### src/design/bol_pkg.sv
// Purpose: shared constants for the boot configuration byte loader
// Assumes: one 250 MHz clock, APB register access with 32-bit data
// Notes:   counts of oscillator periods above 4096 live as top parameters

package bol_pkg;

	// ==========================================================
	// flash location of the boot configuration byte
	// ==========================================================
	localparam logic [15:0] CFG_FLASH_ADDR   = 16'h0080;

	// ==========================================================
	// boot configuration byte field layout
	// ==========================================================
	localparam int          CFG_FIXED_HI_BIT = 7;   // must read 1
	localparam int          CFG_SETTLE_HI    = 6;   // settle_time_sel_hi
	localparam int          CFG_SETTLE_LO    = 5;   // settle_time_sel_lo
	localparam int          CFG_FIXED_LO_BIT = 4;   // must read 1
	localparam int          CFG_RST_KEEP_BIT = 3;   // reset_pin_keep
	localparam int          CFG_CLK_HI       = 2;   // clk_src_sel_hi
	localparam int          CFG_CLK_LO       = 1;   // clk_src_sel_lo
	localparam int          CFG_LOCK_BIT     = 0;   // slow_osc_lock
	localparam logic [7:0]  CFG_RESET_VAL    = 8'hff;

	// ==========================================================
	// clock source codes
	// ==========================================================
	localparam logic [1:0]  CLK_SRC_XTAL     = 2'h0;
	localparam logic [1:0]  CLK_SRC_EXT      = 2'h1;

	// ==========================================================
	// settle exponents, in input oscillator periods (2^n)
	// ==========================================================
	localparam int          SETTLE_EXP0      = 10;
	localparam int          SETTLE_EXP1      = 12;
	localparam int          SETTLE_EXP2      = 15;
	localparam int          SETTLE_EXP3      = 17;
	localparam int          SETTLE_W         = 18;

	// ==========================================================
	// register byte offsets
	// ==========================================================
	localparam logic [11:0] OFS_CONFIG       = 12'h000;
	localparam logic [11:0] OFS_STATUS       = 12'h004;
	localparam logic [11:0] OFS_SLOW_OSC     = 12'h008;
	localparam logic [11:0] OFS_WDT_CTRL     = 12'h00c;

	// ==========================================================
	// register fields and reset values
	// ==========================================================
	localparam int          SLOW_STOP_BIT    = 0;
	localparam int          WDT_SLOW_BIT     = 0;
	localparam logic        SLOW_STOP_RST    = 1'b0;
	localparam logic        WDT_SLOW_RST     = 1'b1;
	localparam int          ST_STATE_LO      = 0;   // status: sequencer state, 2 bits
	localparam int          ST_FMT_ERR_BIT   = 2;
	localparam int          ST_SLOW_RUN_BIT  = 3;
	localparam int          ST_WDT_EN_BIT    = 4;

	// ==========================================================
	// boot sequencer states, gray along the path
	// ==========================================================
	typedef enum logic [1:0] {
		ST_HOLD   = 2'b00,
		ST_FETCH  = 2'b01,
		ST_SETTLE = 2'b11,
		ST_RUN    = 2'b10
	} bol_state_e;

endpackage : bol_pkg

### src/design/bol_loader.sv
// Purpose: fetches the boot configuration byte and applies it
// Assumes: flash answers with a one-cycle ack; plain APB master
// Notes:   settle counts are parameters so a bench can shorten them
//
// Overview of operation
// - fetch byte at 0x0080 after every reset
// - fixed bit layout; bits 7, 4 one
// - settle code selects 2^10/12/15/17 periods
// - settle wait only for crystal oscillator
// - keep bit one keeps reset pin
// - low reset pin before fetch holds reset
// - code 00 crystal, 01 external, 1x internal
// - crystal uses both oscillator pins
// - external frees pin two; internal frees both
// - lock bit blocks software stop of oscillator
// - lock forces watchdog onto slow oscillator
// - unlocked watchdog clock gated in halt, stop
// - running slow oscillator feeds timer in stop
// - port-mode reset pin needs programmer first

`timescale 1ns/1ps
`default_nettype none

module bol_loader
	import bol_pkg::*;
#(
	parameter logic [SETTLE_W-1:0] SETTLE_CNT0 = SETTLE_W'(1 << SETTLE_EXP0),
	parameter logic [SETTLE_W-1:0] SETTLE_CNT1 = SETTLE_W'(1 << SETTLE_EXP1),
	parameter logic [SETTLE_W-1:0] SETTLE_CNT2 = SETTLE_W'(1 << SETTLE_EXP2),
	parameter logic [SETTLE_W-1:0] SETTLE_CNT3 = SETTLE_W'(1 << SETTLE_EXP3)
) (
	input  wire logic        clock,
	input  wire logic        sys_rst,
	// apb slave
	input  wire logic        psel,
	input  wire logic        penable,
	input  wire logic        pwrite,
	input  wire logic [11:0] paddr,
	input  wire logic [31:0] pwdata,
	output var  logic [31:0] prdata,
	output var  logic        pready,
	output var  logic        pslverr,
	// flash read port
	output var  logic        flash_req,
	output var  logic [15:0] flash_addr,
	input  wire logic        flash_ack,
	input  wire logic [7:0]  flash_rdata,
	// pins
	input  wire logic        reset_pin_n,
	input  wire logic        osc_in_pin,
	// cpu power modes, same clock domain
	input  wire logic        halt_mode,
	input  wire logic        stop_mode,
	// applied configuration
	output var  logic        core_reset,
	output var  logic        reset_alt_input_pin,
	output var  logic        reset_pin_is_port,
	output var  logic [1:0]  clk_src,
	output var  logic        osc_in_is_clock,
	output var  logic        osc_out_is_clock,
	output var  logic        osc_in_port_pin_en,
	output var  logic        osc_out_port_pin_en,
	output var  logic        slow_osc_run,
	output var  logic        wdt_clk_en,
	output var  logic        wdt_clk_slow,
	output var  logic        timer8_clk_en
);

	// ==========================================================
	// declarations
	// ==========================================================
	bol_state_e          state;             // boot sequencer
	bol_state_e          next_state;        // its next value
	logic [7:0]          cfg;               // latched configuration byte
	logic                fmt_err;           // fixed bits were not both one
	logic                slow_osc_stop;     // software stop request
	logic                wdt_src_slow;      // software watchdog count clock choice
	logic                pin_sync;          // filtered reset pin level
	logic                osc_sync;          // filtered oscillator pin level
	logic                osc_prev;          // for rising edge detection
	logic                settle_done;       // settle counter reached target
	logic [SETTLE_W-1:0] settle_target;     // chosen settle count

	// ==========================================================
	// pin synchronisers
	// ==========================================================
	// reset pin reads low until the filter has really sampled it, so a
	// pin held low through reset release never lets the fetch start
	bol_sync3 #(
		.RST_VAL  (1'b0)
	) u_sync_rst_pin (
		.clock    (clock),
		.sys_rst  (sys_rst),
		.async_in (reset_pin_n),
		.sync_out (pin_sync)
	);

	// oscillator pin, counted for the settle wait
	bol_sync3 #(
		.RST_VAL  (1'b0)
	) u_sync_osc (
		.clock    (clock),
		.sys_rst  (sys_rst),
		.async_in (osc_in_pin),
		.sync_out (osc_sync)
	);

	// edge history for the oscillator count
	always_ff @(posedge clock or posedge sys_rst) begin
		if (sys_rst) begin
			osc_prev <= 1'b0;
		end else begin
			osc_prev <= osc_sync;
		end
	end

	wire osc_rise = osc_sync && !osc_prev;   // one pulse per oscillator period

	// ==========================================================
	// configuration field decode
	// ==========================================================
	wire [1:0] settle_code = {cfg[CFG_SETTLE_HI], cfg[CFG_SETTLE_LO]};
	wire       rst_keep    = cfg[CFG_RST_KEEP_BIT];
	wire [1:0] src_code    = {cfg[CFG_CLK_HI], cfg[CFG_CLK_LO]};
	wire       osc_lock    = cfg[CFG_LOCK_BIT];
	wire       fetched_bad = !(flash_rdata[CFG_FIXED_HI_BIT] && flash_rdata[CFG_FIXED_LO_BIT]);

	// internal oscillator whenever the upper bit is set
	wire       src_int  = src_code[1];
	wire       src_xtal = (src_code == CLK_SRC_XTAL);
	wire       src_ext  = (src_code == CLK_SRC_EXT);

	// fetched byte is the one about to be applied at settle decision
	wire [1:0] new_src  = {flash_rdata[CFG_CLK_HI], flash_rdata[CFG_CLK_LO]};
	wire       new_xtal = (new_src == CLK_SRC_XTAL);

	// settle count table; wide counts are parameters, not constants
	assign settle_target = (settle_code == 2'h0) ? SETTLE_CNT0 :
	                       (settle_code == 2'h1) ? SETTLE_CNT1 :
	                       (settle_code == 2'h2) ? SETTLE_CNT2 :
	                                               SETTLE_CNT3;

	// counter only runs while waiting for the crystal to settle
	bol_settle_cnt u_settle (
		.clock     (clock),
		.sys_rst   (sys_rst),
		.run       (state == ST_SETTLE),
		.edge_seen (osc_rise),
		.target    (settle_target),
		.done      (settle_done)
	);

	// ==========================================================
	// boot sequencer
	// ==========================================================
	// the pin acts as a reset until the run state, whatever the stored
	// byte says; in the run state it is a reset only if kept
	wire pin_resets = !pin_sync && ((state != ST_RUN) || rst_keep);

	always_comb begin
		next_state = state;
		unique case (state)
			// wait for the pin to release before the byte can be read
			ST_HOLD: begin
				if (pin_sync) begin
					next_state = ST_FETCH;
				end
			end
			// byte read; crystal needs a settle wait, others go straight on
			ST_FETCH: begin
				if (!pin_sync) begin
					next_state = ST_HOLD;
				end else if (flash_ack) begin
					next_state = new_xtal ? ST_SETTLE : ST_RUN;
				end
			end
			// count oscillator periods
			ST_SETTLE: begin
				if (!pin_sync) begin
					next_state = ST_HOLD;
				end else if (settle_done) begin
					next_state = ST_RUN;
				end
			end
			// normal operation; a kept reset pin restarts the boot
			ST_RUN: begin
				if (pin_resets) begin
					next_state = ST_HOLD;
				end
			end
		endcase
	end

	always_ff @(posedge clock or posedge sys_rst) begin
		if (sys_rst) begin
			state <= ST_HOLD;
		end else begin
			state <= next_state;
		end
	end

	// ==========================================================
	// configuration latch
	// ==========================================================
	// loaded once per boot; later flash changes are not seen
	always_ff @(posedge clock or posedge sys_rst) begin
		if (sys_rst) begin
			cfg     <= CFG_RESET_VAL;
			fmt_err <= 1'b0;
		end else if (state == ST_FETCH && flash_ack) begin
			cfg     <= flash_rdata;
			fmt_err <= fetched_bad;
		end
	end

	// flash request held through the fetch state only
	always_ff @(posedge clock or posedge sys_rst) begin
		if (sys_rst) begin
			flash_req  <= 1'b0;
			flash_addr <= CFG_FLASH_ADDR;
		end else begin
			flash_req  <= (next_state == ST_FETCH) && !(state == ST_FETCH && flash_ack);
			flash_addr <= CFG_FLASH_ADDR;
		end
	end

	// ==========================================================
	// apb slave decode
	// ==========================================================
	wire acc      = psel && penable && !pready;    // access phase, first cycle
	wire wr_done  = psel && penable && pready && pwrite;
	wire hit_cfg  = (paddr == OFS_CONFIG);
	wire hit_st   = (paddr == OFS_STATUS);
	wire hit_slow = (paddr == OFS_SLOW_OSC);
	wire hit_wdt  = (paddr == OFS_WDT_CTRL);
	wire hit_any  = hit_cfg || hit_st || hit_slow || hit_wdt;

	// status word: the block's own state
	wire [31:0] st_word = {27'h000_0000, wdt_clk_en, slow_osc_run, fmt_err, state};

	wire [31:0] rd_mux  = hit_cfg  ? {24'h00_0000, cfg} :
	                      hit_st   ? st_word :
	                      hit_slow ? {31'h0000_0000, slow_osc_stop} :
	                      hit_wdt  ? {31'h0000_0000, wdt_src_slow} :
	                                 32'h0000_0000;

	// one wait state; read data and error valid with pready
	always_ff @(posedge clock or posedge sys_rst) begin
		if (sys_rst) begin
			pready  <= 1'b0;
			pslverr <= 1'b0;
			prdata  <= 32'h0000_0000;
		end else begin
			pready  <= acc;
			pslverr <= acc && !hit_any;
			prdata  <= (acc && !pwrite) ? rd_mux : 32'h0000_0000;
		end
	end

	// software control registers; writes land with pready
	always_ff @(posedge clock or posedge sys_rst) begin
		if (sys_rst) begin
			slow_osc_stop <= SLOW_STOP_RST;
			wdt_src_slow  <= WDT_SLOW_RST;
		end else if (wr_done) begin
			if (hit_slow) begin
				slow_osc_stop <= pwdata[SLOW_STOP_BIT];
			end
			if (hit_wdt) begin
				wdt_src_slow <= pwdata[WDT_SLOW_BIT];
			end
		end
	end

	// ==========================================================
	// applied functions, next values
	// ==========================================================
	// stop request has no effect while locked
	wire next_slow_run  = osc_lock || !slow_osc_stop;
	// locked: forced to slow clock; unlocked: gated in halt and stop,
	// and when another count clock is chosen
	wire next_wdt_slow  = osc_lock || wdt_src_slow;
	wire next_wdt_en    = osc_lock ? 1'b1 :
	                      (wdt_src_slow && next_slow_run && !halt_mode && !stop_mode);
	// timer keeps its clock in stop mode while oscillator runs
	wire next_timer_en  = next_slow_run;
	// pin roles: crystal takes both, external takes pin one only
	wire next_in_clk    = src_xtal || src_ext;
	wire next_out_clk   = src_xtal;
	wire next_in_port   = src_int;
	wire next_out_port  = !src_xtal;
	// pin becomes a port only once the byte is applied; before that
	// a programmer can still reach reset, hence power-up order matters
	wire next_is_port   = (state == ST_RUN) && !rst_keep;

	// ==========================================================
	// output registers
	// ==========================================================
	always_ff @(posedge clock or posedge sys_rst) begin
		if (sys_rst) begin
			core_reset          <= 1'b1;
			reset_alt_input_pin <= 1'b1;
			reset_pin_is_port   <= 1'b0;
			clk_src             <= CLK_SRC_XTAL;
			osc_in_is_clock     <= 1'b0;
			osc_out_is_clock    <= 1'b0;
			osc_in_port_pin_en  <= 1'b0;
			osc_out_port_pin_en <= 1'b0;
			slow_osc_run        <= 1'b1;
			wdt_clk_en          <= 1'b0;
			wdt_clk_slow        <= 1'b1;
			timer8_clk_en       <= 1'b0;
		end else begin
			core_reset          <= (next_state != ST_RUN);
			reset_alt_input_pin <= next_is_port ? pin_sync : 1'b1;
			reset_pin_is_port   <= next_is_port;
			clk_src             <= src_code;
			osc_in_is_clock     <= next_in_clk;
			osc_out_is_clock    <= next_out_clk;
			osc_in_port_pin_en  <= next_in_port;
			osc_out_port_pin_en <= next_out_port;
			slow_osc_run        <= next_slow_run;
			wdt_clk_en          <= next_wdt_en && (state == ST_RUN);
			wdt_clk_slow        <= next_wdt_slow;
			timer8_clk_en       <= next_timer_en;
		end
	end

endmodule : bol_loader

`default_nettype wire

### src/design/bol_sync3.sv
// Purpose: three-stage synchroniser with agreement filter for pin inputs
// Assumes: input is asynchronous to clock
// Notes:   the output moves only when stages two and three agree

`timescale 1ns/1ps
`default_nettype none

module bol_sync3 #(
	parameter logic RST_VAL = 1'b0
) (
	input  wire logic clock,
	input  wire logic sys_rst,
	input  wire logic async_in,
	output var  logic sync_out
);

	logic meta;   // first stage, read only by stage two
	logic s2;     // second stage
	logic s3;     // third stage

	// ==========================================================
	// shift chain
	// ==========================================================
	always_ff @(posedge clock or posedge sys_rst) begin
		if (sys_rst) begin
			meta <= RST_VAL;
			s2   <= RST_VAL;
			s3   <= RST_VAL;
		end else begin
			meta <= async_in;
			s2   <= meta;
			s3   <= s2;
		end
	end

	// agreement: a one-cycle glitch never reaches the output
	always_ff @(posedge clock or posedge sys_rst) begin
		if (sys_rst) begin
			sync_out <= RST_VAL;
		end else if (s2 == s3) begin
			sync_out <= s3;
		end
	end

endmodule : bol_sync3

`default_nettype wire

### src/design/bol_settle_cnt.sv
// Purpose: counts oscillator rising edges up to a target
// Assumes: edge strobe is already synchronised to clock
// Notes:   clears whenever run drops, so each boot starts from zero

`timescale 1ns/1ps
`default_nettype none

module bol_settle_cnt
	import bol_pkg::*;
(
	input  wire logic                clock,
	input  wire logic                sys_rst,
	input  wire logic                run,
	input  wire logic                edge_seen,
	input  wire logic [SETTLE_W-1:0] target,
	output var  logic                done
);

	logic [SETTLE_W-1:0] count;   // edges seen so far
	wire                 at_goal = (count >= target);

	// ==========================================================
	// edge counter
	// ==========================================================
	always_ff @(posedge clock or posedge sys_rst) begin
		if (sys_rst) begin
			count <= '0;
			done  <= 1'b0;
		end else if (!run) begin
			count <= '0;
			done  <= 1'b0;
		end else begin
			if (edge_seen && !at_goal) begin
				count <= count + 1'b1;
			end
			done <= at_goal;
		end
	end

endmodule : bol_settle_cnt

`default_nettype wire

### config.mk
export PLATFORM = sky130hd
export DESIGN_NAME = bol_loader
export DESIGN_NICKNAME = d
export VERILOG_FILES = /design/src/design/bol_pkg.sv /design/src/design/bol_loader.sv /design/src/design/bol_sync3.sv /design/src/design/bol_settle_cnt.sv
export SDC_FILE = /design/constraint.sdc
export NUM_CORES = 1
export LEC_CHECK = 0
export BUFFER_PORTS_ARGS = -buffer_cell sky130_fd_sc_hd__buf_4
export CAP_MARGIN = 5
export CORE_ASPECT_RATIO = 2
export CORE_MARGIN = 2
export CORE_UTILIZATION = 40
export DETAILED_ROUTE_END_ITERATION = 16
export PLACE_DENSITY_LB_ADDON = 0.2
export SLEW_MARGIN = 0
export SYNTH_ARGS = -nofsm -noshare
export SYNTH_HDL_FRONTEND = slang
export SYNTH_HIERARCHICAL = 1
export SYNTH_SLANG_ARGS = --single-unit
### constraint.sdc
create_clock -name clock -period 5.35 [get_ports clock]
set_clock_uncertainty 0.15 [all_clocks]
set_input_delay 0.2675 -clock clock [delete_from_list [all_inputs] [get_ports clock]]
set_output_delay 0.2675 -clock clock [all_outputs]
set_load 0.005 [all_outputs]
==> reports/results.ini, run 1 <==
[sta]
finalSetupTns_ns = 0
rsz0062_at_grt = false
finalHoldViolations = 0
fin_crit_sh_pct = 57.6
max-slew-margin-rel_pct = 46.8
drv_slew = 0
min_period_ns = 3.08
setup_viol = 0
fmax_mhz = 325
worstMarginPinSlew_ns = 0.795

[synth]
synth_edf_count = 0
synth_area_leaders = dfrtp_1 (37%), dfstp_2 (9.8%), buf_4 (9.2%)
netlist.area_leader.share_pct = 36.5
synthCells = 357
synthFlopType = dfrtp_1
synth.avg_cell_area_um2 = 9.79
synth_top_area_cell = dfrtp_1
ys_warn_count = 6
ys_ff_latch = 64
ys_seq_area_share_pct = 46.3
synthArstFlopShare_pct = 100
syn_area_um2 = 3490
ys_types = 45

[final_layout]
fin_area_um2 = 4260
final_cell_mix = buf_4 (55), conb_1 (54), dfrtp_1 (51)
antennaDiodeCount = 0
drive_gt1_share_pct = 23.2
synthToLayoutAreaGrowth_pct = 22.0
mostFrequentLayoutCell = buf_4
fin_nets = 516

[global_routing]
grt_max_degree = 38
grt_usage_pct = 15.6
grt_pass1_wl_um = 11600
grt-ovfl-total = 0
antenna_found_initial = 0
grt_pass1_vias = 2564

[worst_setup_path]
cp-start-kind = flip-flop
timing.rr.end = u_settle/count[15]
critPathArrivalTime_ns = 3.18
required_ns = 5.45
setup.worst_path.end = u_settle/count[15]
crit_type = reg -> reg
worstPathMaxFanout = 33
path_delay_family = compound AO/OA/AOI/OAI gates
r2r_slack_ns = 2.27
r2r_cells = 9
slowest_stage = o211ai_4
cp_num_buf_inv = 2
regToRegStartpoint = cfg[6]
critical_path_depth = 9
endpoint_kind = flip-flop
crit_top_cell = inv_1
slowest_delay_ns = 0.63
startpoint = cfg[6]
path_cells = inv_1, nor2_1, inv_1, ha_1, nand4_1, or4_1, o211ai_4, o21ai_0, a21oi_1

[placed_design]
place.gp.congestion = 0.806
port_buffers = 54
placed_area_um2 = 3870
dp_hpwl_um = 5360

[floorplanning]
die_w_um = 70.1
pin_count = 126
die-area_um2 = 9550
core_area_um2 = 8590
dieHeight_um = 136
rows = 48
initial_utilization_pct = 40.7

[cts]
cts_hold_buffers = 9
cts.sinks = 64
max-clock-path-buffers = 2
cts_tree = done
clk_latency_ns = 0.33
clk_pin_slew_ns = 0.06
htreeDepth = 3
ctsRootBufferMaster = clkbuf_16
cts_setup_buffers = 0
cts_buffers = 9
cts_resized = 0

[pwr]
leakagePower_nw = 2.02
p_per_area_nw_per_um2 = 271
irDropWorstVdd_uv = 150

[routing]
dr_total_vias = 2588
ant_nets = 0
drcViolationCount = 0
firstDrtPassIters = 6
viasPerCell = 4.79
drtIter0Drc = 115
wl_per_cell_um = 12.9
wl_um = 6940

[run]
cap_violations = 0

[outcome]
outcome = complete, no violations

[hold_path]
hold_path_class = in -> reg

-- cell type report --
| cell class | instances | area (µm²) |
|---|---|---|
| Sequential cell | 64 | 1620 |
| Clock inverter | 6 | 67.6 |
| Timing Repair Buffer | 64 | 503 |
| Tap cell | 100 | 125 |
| Multi-Input combinational cell | 264 | 1590 |
| Fill cell | 836 | 4320 |
| Inverter | 32 | 120 |
| Clock buffer | 10 | 239 |
-- cells by family after synthesis --
logic type                 count (synthesis)  share of synthesized area [%]
and+or+nand+nor                          126                           19.3
buffers and inverters                     81                           13.7
DFF                                       64                           46.3
AOI/OAI and AO/OA                         53                           9.74
adders and majority gates                 21                           7.45
muxes                                     10                           3.29
other                                      2                          0.215
-- synth_stat cells, types with 2 or more instances --
cell and count:
and3_1 5, nor4_1 2, o21a_1 2, nor2_1 22, nand2_1 44, or4_1 9, nand3_1 8, inv_1 32
nand4_1 6, mux2i_1 7, and2_1 3, a21oi_1 21, mux2_1 2, a21o_1 2, buf_6 2, clkbuf_1 4
ha_1 19, nor4_4 2, maj3_2 2, dfrtp_1 51, o31ai_1 7, or2_2 3, or3_2 4, nand2b_1 3
buf_4 43, dfstp_2 13, or3_1 4, nor3_1 4, conb_1 2, o21ai_0 14
-- worst min-delay path, delay by kind of cell --
family | cells | cell delay, ns
and+or+nand+nor | 1 | 0.04
buffers and inverters | 1 | 0.08
AOI/OAI and AO/OA | 1 | 0.07
-- per-stage QoR --
stage / cells / hold WS (ns) / utilization [%] / power (mW) / setup WS, ns
after floorplan: 409 / -0.116 / - / 0.556 / 2.76
after global placement: 515 / 0.0289 / 45.0 / 0.563 / 2.29
after detailed placement: 515 / 0.0336 / 45.0 / 0.564 / 2.26
after CTS: 540 / 0.00311 / 49.7 / 1.17 / 2.24
after global routing: 540 / 0.00998 / 49.7 / 1.20 / 2.01
final: 540 / 0.00980 / 49.7 / 1.16 / 2.27
-- worst min-delay path by stage --
stage,startpoint,depth (start not counted),end,slack [ns]
after floorplan,sys_rst,1,u_sync_osc/meta,-0.12
final,flash_rdata[2],3,cfg[2],0.01
after global routing,pwdata[0],2,slow_osc_stop,0.01
after global placement,sys_rst,2,u_sync_rst_pin/meta,0.03
after CTS,flash_rdata[2],3,cfg[2],0.003
after detailed placement,sys_rst,2,u_sync_osc/s2,0.03
-- state kept, by name, summed over array words and instances (netlist names), 2 cells and up --
register / count
cfg: 8
prdata: 8
state: 2
clk_src: 2
u_settle/count: 18
-- report_power, final --
group / internal (mW) / switching [mW] / leakage (nW)
Combinational: 0.0298 / 0.0351 / 1.07
Sequential: 0.491 / 0.00397 / 0.799
Clock: 0.374 / 0.223 / 0.145
Total: 0.896 / 0.262 / 2.02
-- routing by layer --
layer	share of wire (%)	GRT usage, %	vias up
met5	0	0	-
met4	2.2	8.01	0
met3	5.5	4.23	11
met2	58	30.8	80
met1	34	14.0	1215
li1	-	-	1282
No activity file was read; power rests on OpenSTA's default activity.
==> run 2: changes to the inputs <==
Settings changed: ABC_AREA from default to 1.
Clock period 5.35 ns to 2.8 ns, I/O delays scaled along.
==> run 2 against run 1 <==
Against the previous run: wire length increased by 31%; sequential share of layout area decreased by 4.4 points; final area increased by 13%; core utilization up 0.45 points; synthesized cell count up 34%; global-route usage increased by 2.6 points; die area grew 11%; final cell count grew 31%; largest power group unchanged; highest routed layer unchanged; combinational power rose to 2.5 times the previous value.
==> reports/results.ini, run 2 <==
[final_layout]
mostFrequentLayoutCell = nand2_1  ; was buf_4
top_regs = u_settle/count (18), cfg (8), prdata (8)  ; unchanged
regMostFlops = u_settle/count  ; unchanged
synthToLayoutAreaGrowth_pct = 23.9  ; was 22.0%
final_cell_mix = nand2_1 (97), inv_1 (66), buf_4 (56)  ; was buf_4 (55), conb_1 (54), dfrtp_1 (51)
drive_gt1_share_pct = 20.7  ; was 23.2%
largest_register_ffs = 18  ; unchanged
fin_nets = 650  ; was 516
antennaDiodeCount = 0  ; unchanged

[cts]
clk_pin_slew_ns = 0.06  ; about the same
cts_buffers = 9  ; unchanged
cts_setup_buffers = 0  ; unchanged
cts_tree = done  ; unchanged
cts.sinks = 64  ; unchanged
ctsRootBufferMaster = clkbuf_16  ; unchanged
cts_resized = 0  ; unchanged
htreeDepth = 3  ; unchanged
max-clock-path-buffers = 2  ; unchanged
clk_latency_ns = 0.32  ; was 0.33 ns

[placed_design]
dp_hpwl_um = 7010  ; was 5360 µm
port_buffers = 54  ; unchanged
place.gp.congestion = 0.833  ; was 0.806
post-place-ws_ns = 0.481  ; was 2.26 ns

[synth]
netlist.area_leader.share_pct = 32.8  ; was 36.5%
synthCells = 480  ; was 357
ys_top_cells_by_count = nand2_1 (97), inv_1 (66), dfrtp_1 (51)  ; was dfrtp_1 (51), nand2_1 (44), buf_4 (43)
synth_most_common_cell = nand2_1  ; was dfrtp_1
syn_area_um2 = 3900  ; was 3490 µm²
ys_ff_latch = 64  ; unchanged
synthArstFlopShare_pct = 100  ; unchanged
synth.avg_cell_area_um2 = 8.12  ; was 9.79 µm²
synth_top_area_cell = dfrtp_1  ; unchanged
synthFlopType = dfrtp_1  ; unchanged
ys_seq_area_share_pct = 41.5  ; was 46.3%
ys_warn_count = 6  ; unchanged
synth_edf_count = 0  ; unchanged
ys_types = 38  ; was 45
synth_area_leaders = dfrtp_1 (33%), nand2_1 (9.3%), dfstp_2 (8.8%)  ; was dfrtp_1 (37%), dfstp_2 (9.8%), buf_4 (9.2%)

[sta]
drv_slew = 0  ; unchanged
finalHoldViolations = 0  ; unchanged
finalWorstSetupSlack_ns = 0.459  ; was 2.27 ns
worstMarginPinSlew_ns = 0.809  ; was 0.795 ns
fmax_mhz = 427  ; was 325 MHz
min_period_ns = 2.34  ; was 3.08 ns
rsz0062_at_grt = false  ; unchanged
fin_crit_sh_pct = 83.6  ; was 57.6%
max-slew-margin-rel_pct = 46.0  ; was 46.8%
setup_viol = 0  ; unchanged
finalSetupTns_ns = 0  ; unchanged

[floorplanning]
core_area_um2 = 9640  ; was 8590 µm²
initial_utilization_pct = 40.4  ; was 40.7%
rows = 51  ; was 48
die_w_um = 73.8  ; was 70.1 µm
dieHeight_um = 144  ; was 136 µm
die-area_um2 = 10600  ; was 9550 µm²
pin_count = 126  ; unchanged

[worst_setup_path]
regToRegStartpoint = cfg[5]  ; was cfg[6]
cp-start-kind = flip-flop  ; unchanged
r2r_slack_ns = 0.46  ; was 2.27 ns
worstPathMaxFanout = 18  ; was 33
endpoint_kind = flip-flop  ; unchanged
critPathArrivalTime_ns = 2.40  ; was 3.18 ns
required_ns = 2.86  ; was 5.45 ns
r2r_cells = 12  ; was 9
crit_type = reg -> reg  ; unchanged
timing.rr.end = u_settle/count[10]  ; was u_settle/count[15]

[hold_path]
hold_path_class = in -> reg  ; unchanged
hp-start = flash_ack  ; was flash_rdata[2]
hold_end = cfg[1]  ; was cfg[2]
min_path_cells = 4  ; was 3

[routing]
drcViolationCount = 0  ; unchanged
wl_per_cell_um = 12.9  ; about the same
ant_nets = 0  ; unchanged
dr_total_vias = 3188  ; was 2588
firstDrtPassIters = 4  ; was 6
drtIter0Drc = 115  ; unchanged
viasPerCell = 4.52  ; was 4.79
wl_um = 9090  ; was 6940 µm

[pwr]
irDropWorstVdd_uv = 404  ; was 150 µV
leakagePower_nw = 2.46  ; was 2.02 nW
p_per_area_nw_per_um2 = 484  ; was 271 nW/µm²

[global_routing]
grt_usage_pct = 18.3  ; was 15.6%
grt-ovfl-total = 0  ; unchanged
grt_max_degree = 37  ; was 38
grt_pass1_wl_um = 14500  ; was 11600 µm
antenna_found_initial = 0  ; unchanged
grt_pass1_vias = 3030  ; was 2564

[outcome]
outcome = complete, no violations  ; unchanged

[run]
cap_violations = 0  ; unchanged

run 2: power by group:
group	internal [mW]	switching [mW]	total, mW
Clock	0.808	0.418	1.23
Combinational	0.0696	0.0940	0.164
Sequential	0.939	0.00708	0.946
run 2: worst max-delay path: stages, from the launching register on:
cell,delay [ns]
dfstp_2,0.55
inv_1,0.07
nor2_1,0.10
inv_1,0.06
ha_1,0.29
nand2_1,0.10
nor2_2,0.06
nand3_1,0.06
nor2_1,0.05
nor2_2,0.21
nand4_4,0.30
nand3_1,0.17
nand2_1,0.06
run 2: how the worst max path moves through the flow:
stage / from / depth (start not counted) / slack, ns / endpoint
2_1_floorplan: cfg[6] / 11 / 0.69 / u_settle/count[0]
3_3_place_gp: cfg[6] / 12 / 0.51 / u_settle/count[9]
3_5_place_dp: cfg[6] / 12 / 0.48 / u_settle/count[8]
4_1_cts: cfg[5] / 12 / 0.44 / u_settle/count[10]
5_1_grt: cfg[6] / 13 / 0.24 / u_settle/count[7]
6_report: cfg[5] / 12 / 0.46 / u_settle/count[10]
run 2: kinds of logic after synthesis:
family,synth area share [%]
flip-flops,41.5
buffers and inverters,16.0
AO/OA/AOI/OAI,4.91
AND/OR/NAND/NOR,29.4
other,0.193
multiplexers,0.289
XOR/XNOR,1.57
adder cells (fa/ha/maj),6.10
run 2: timing repair:
item                                   4_1_cts  5_1_grt
setup endpoints to repair                    0        0
endpoints found under the hold margin       71        0
hold buffers                                19        0
run 2: through the flow:
step | hold slack [ns] | utilization (%) | std cells | total power [mW] | instance area, µm²
finish | 0.0538 | 50.1 | 706 | 2.34 | 4830
global route | 0.0419 | 50.1 | 706 | 2.43 | 4830
CTS | 0.0391 | 50.1 | 706 | 2.36 | 4830
detailed placement | -0.131 | 44.7 | 671 | 1.11 | 4310
global placement | -0.129 | 44.7 | 671 | 1.10 | 4310
floorplan | -0.244 | - | 532 | 1.09 | 4090
run 2: layout make-up:
| type | instances | area, µm² |
|---|---|---|
| inverter | 67 | 251 |
| clock buffer | 10 | 239 |
| clock inverter | 6 | 91.3 |
| multi-input combinational | 352 | 1850 |
| timing repair buffer | 75 | 611 |
| tap | 132 | 165 |
| fill | 927 | 4810 |
| sequential | 64 | 1620 |
run 2: routing by layer:
metal,vias to the layer above,GRT usage (%),wire length [µm],part of all wire [%]
met3,16,3.86,360,4.0
met4,0,8.23,266,2.9
met5,-,0,0,0
met2,85,35.9,5550,61
li1,1592,-,-,-
met1,1495,16.9,2910,32
==> run 3: changes to the inputs <==
Settings changed: ABC_AREA 1 to 0.
Clock period 2.8 ns to 2.4 ns, I/O delays scaled along.
==> run 3 against run 2 <==
Against the previous run: the run now ends with negative setup slack left; first-iteration DRC count up 20%; sequential cell count did not move; final area shrank 3.7%; global-route usage down 0.91 points; sequential power grew 16%; wire length shrank 14%; clock power grew 7%; clock-buffer cell count stayed put; largest power group unchanged.
==> reports/results.ini, run 3 (synthesis results as in run 1) <==
[cts]
cts_tree = done  ; unchanged
cts.sinks = 64  ; unchanged
cts_buffers = 9  ; unchanged
htreeDepth = 3  ; unchanged
max-clock-path-buffers = 2  ; unchanged
ctsRootBufferMaster = clkbuf_16  ; unchanged
clk_pin_slew_ns = 0.06  ; about the same
clk_latency_ns = 0.33  ; was 0.32 ns

[floorplanning]
dieHeight_um = 136  ; was 144 µm
rows = 48  ; was 51
die_w_um = 70.1  ; was 73.8 µm
core_area_um2 = 8590  ; was 9640 µm²
die-area_um2 = 9550  ; was 10600 µm²
pin_count = 126  ; unchanged
initial_utilization_pct = 40.7  ; was 40.4%

[sta]
max-slew-margin-rel_pct = 48.0  ; was 46.0%
fin_crit_sh_pct = 113  ; was 83.6%
finalHoldViolations = 0  ; unchanged
fmax_mhz = 370  ; was 427 MHz
min_period_ns = 2.70  ; was 2.34 ns
finalWorstSetupSlack_ns = -0.300  ; was 0.459 ns
worstMarginPinSlew_ns = 0.779  ; was 0.809 ns
finalSetupTns_ns = -4.52  ; was 0 ns
drv_slew = 0  ; unchanged
rsz0062_at_grt = true  ; was false
timing.hold.ws_ns = 0.00829  ; was 0.0538 ns
setup_viol = 19  ; was 0

[worst_setup_path]
slowest_stage = or4_4  ; was dfstp_2
path_cells = inv_2, nor2_4, inv_2, ha_4, nand4_1, or4_4, o211ai_4, buf_6, clkbuf_16, or4_4, a21oi_2  ; was inv_1, nor2_1, inv_1, ha_1, nand2_1, nor2_2, nand3_1, nor2_1, nor2_2, nand4_4, nand3_1, nand2_1
critPathArrivalTime_ns = 2.74  ; was 2.40 ns
path_delay_family = simple AND/OR/NAND/NOR gates  ; unchanged
endpoint_kind = flip-flop  ; unchanged
crit_type = reg -> reg  ; unchanged
worstPathMaxFanout = 8  ; was 18
required_ns = 2.44  ; was 2.86 ns
slowest_delay_ns = 0.55  ; about the same
cp_num_buf_inv = 4  ; was 2
cp-start-kind = flip-flop  ; unchanged

[pwr]
p_per_area_nw_per_um2 = 557  ; was 484 nW/µm²
irDropWorstVdd_uv = 443  ; was 404 µV
total_power_mw = 2.59  ; was 2.34 mW
leakagePower_nw = 2.17  ; was 2.46 nW

[final_layout]
mostFrequentLayoutCell = buf_4  ; was nand2_1
top_regs = u_settle/count (18), cfg (8), prdata (8)  ; unchanged
regMostFlops = u_settle/count  ; unchanged
fin_nets = 546  ; was 650
synthToLayoutAreaGrowth_pct = 33.0  ; was 23.9%
largest_register_ffs = 18  ; unchanged
drive_gt1_share_pct = 28.9  ; was 20.7%
final.fill_count = 775  ; was 927
final_cell_mix = buf_4 (67), conb_1 (54), dfrtp_1 (51)  ; was nand2_1 (97), inv_1 (66), buf_4 (56)
antennaDiodeCount = 0  ; unchanged
fin_area_um2 = 4650  ; was 4830 µm²
final_cells = 570  ; was 706
final_core_util_pct = 54.1  ; was 50.1%

[routing]
dr_wl_met3_um = 381  ; was 360 µm
ant_nets = 0  ; unchanged
wl_um = 7810  ; was 9090 µm
drcViolationCount = 0  ; unchanged
top_layer_used = met4  ; unchanged
wl_met2_um = 4440  ; was 5550 µm
wl_per_cell_um = 13.7  ; was 12.9 µm
viasPerCell = 4.90  ; was 4.52
dr_total_vias = 2793  ; was 3188
firstDrtPassIters = 4  ; unchanged
drt-met1-wl_um = 2670  ; was 2910 µm
drtIter0Drc = 138  ; was 115

[outcome]
violations = negative setup slack
outcome = finished, violations left  ; was complete, no violations

[global_routing]
grt_pass1_vias = 2770  ; was 3030
antenna_found_initial = 0  ; unchanged
grt_usage_pct = 17.4  ; was 18.3%
grt-ovfl-total = 0  ; unchanged
grt_pass1_wl_um = 12800  ; was 14500 µm
grt_max_degree = 38  ; was 37

[placed_design]
post-place-ws_ns = -0.310  ; was 0.481 ns
dpl.cell_count = 527  ; was 671
placed_area_um2 = 3980  ; was 4310 µm²
dp_hpwl_um = 5620  ; was 7010 µm
place.gp.congestion = 0.797  ; was 0.833
port_buffers = 54  ; unchanged

[hold_path]
hold_path_class = in -> reg  ; unchanged

[run]
cap_violations = 0  ; unchanged

[run 3: changes by cell type in the layout (fill, tap and decap cells not counted), moves of 5 or more]
cell	previous run	this run
and3_1	0	5
buf_4	56	67
o31ai_1	0	7
mux2i_1	0	7
xor2_1	6	0
nor2_1	49	19
nand3_2	5	0
nor3_1	8	3
inv_1	66	29
nand3_1	48	8
or4_1	0	6
nor2_2	8	2
nand2_1	97	44
nand2_2	7	0
[run 3: worst register-to-register path, stage by stage (launching register included)]
cell and delay, ns:
dfstp_2 0.54, inv_2 0.06, nor2_4 0.09, inv_2 0.05
ha_4 0.26, nand4_1 0.12, or4_4 0.55, o211ai_4 0.30
buf_6 0.15, clkbuf_16 0.14, or4_4 0.11, a21oi_2 0.05
[run 3: final cells by class]
type / count / area, µm² / share of cell area, %
multi-input cells: 264 / 1670 / 35.9
flip-flops and latches: 64 / 1620 / 34.8
repair buffers: 94 / 810 / 17.4
clock buffers: 10 / 239 / 5.14
well taps: 100 / 125 / 2.69
inverters: 32 / 120 / 2.58
clock inverters: 6 / 67.6 / 1.45
[run 3: metal layers]
layer,up-vias,GRT usage (%)
met5,-,0
li1,1344,-
met4,0,10.0
met3,25,3.48
met2,108,33.3
met1,1316,16.7
[run 3: timing repair]
action | 4_1_cts | 5_1_grt
setup endpoints to repair | 19 | 20
pin swaps | 6 | 17
hold buffers | 24 | 0
gates cloned | 1 | 1
hold endpoints to repair | 72 | 0
resized for setup | 6 | 15
buffers inserted | 2 | 1
[run 3: worst paths after layout]
| kind | from | end | slack, ns | cells past startpoint |
|---|---|---|---|---|
| max in group asynchronous | sys_rst | u_settle/count[12] | 1.24 | 3 |
| setup / recovery | cfg[6] | u_settle/count[8] | -0.30 | 11 |
| setup reg to reg | cfg[6] | u_settle/count[8] | -0.30 | 11 |
| hold / removal | paddr[2] | prdata[1] | 0.008 | 3 |
| min in group asynchronous | sys_rst | u_sync_osc/sync_out | 0.09 | 3 |
| hold reg to reg | u_sync_rst_pin/meta | u_sync_rst_pin/s2 | 0.20 | 0 |
[run 3: where the power goes]
part | switching [mW] | internal (mW) | leakage, nW
clock | 0.486 | 0.834 | 0.145
sequential | 0.00907 | 1.10 | 0.799
combinational | 0.0834 | 0.0796 | 1.23
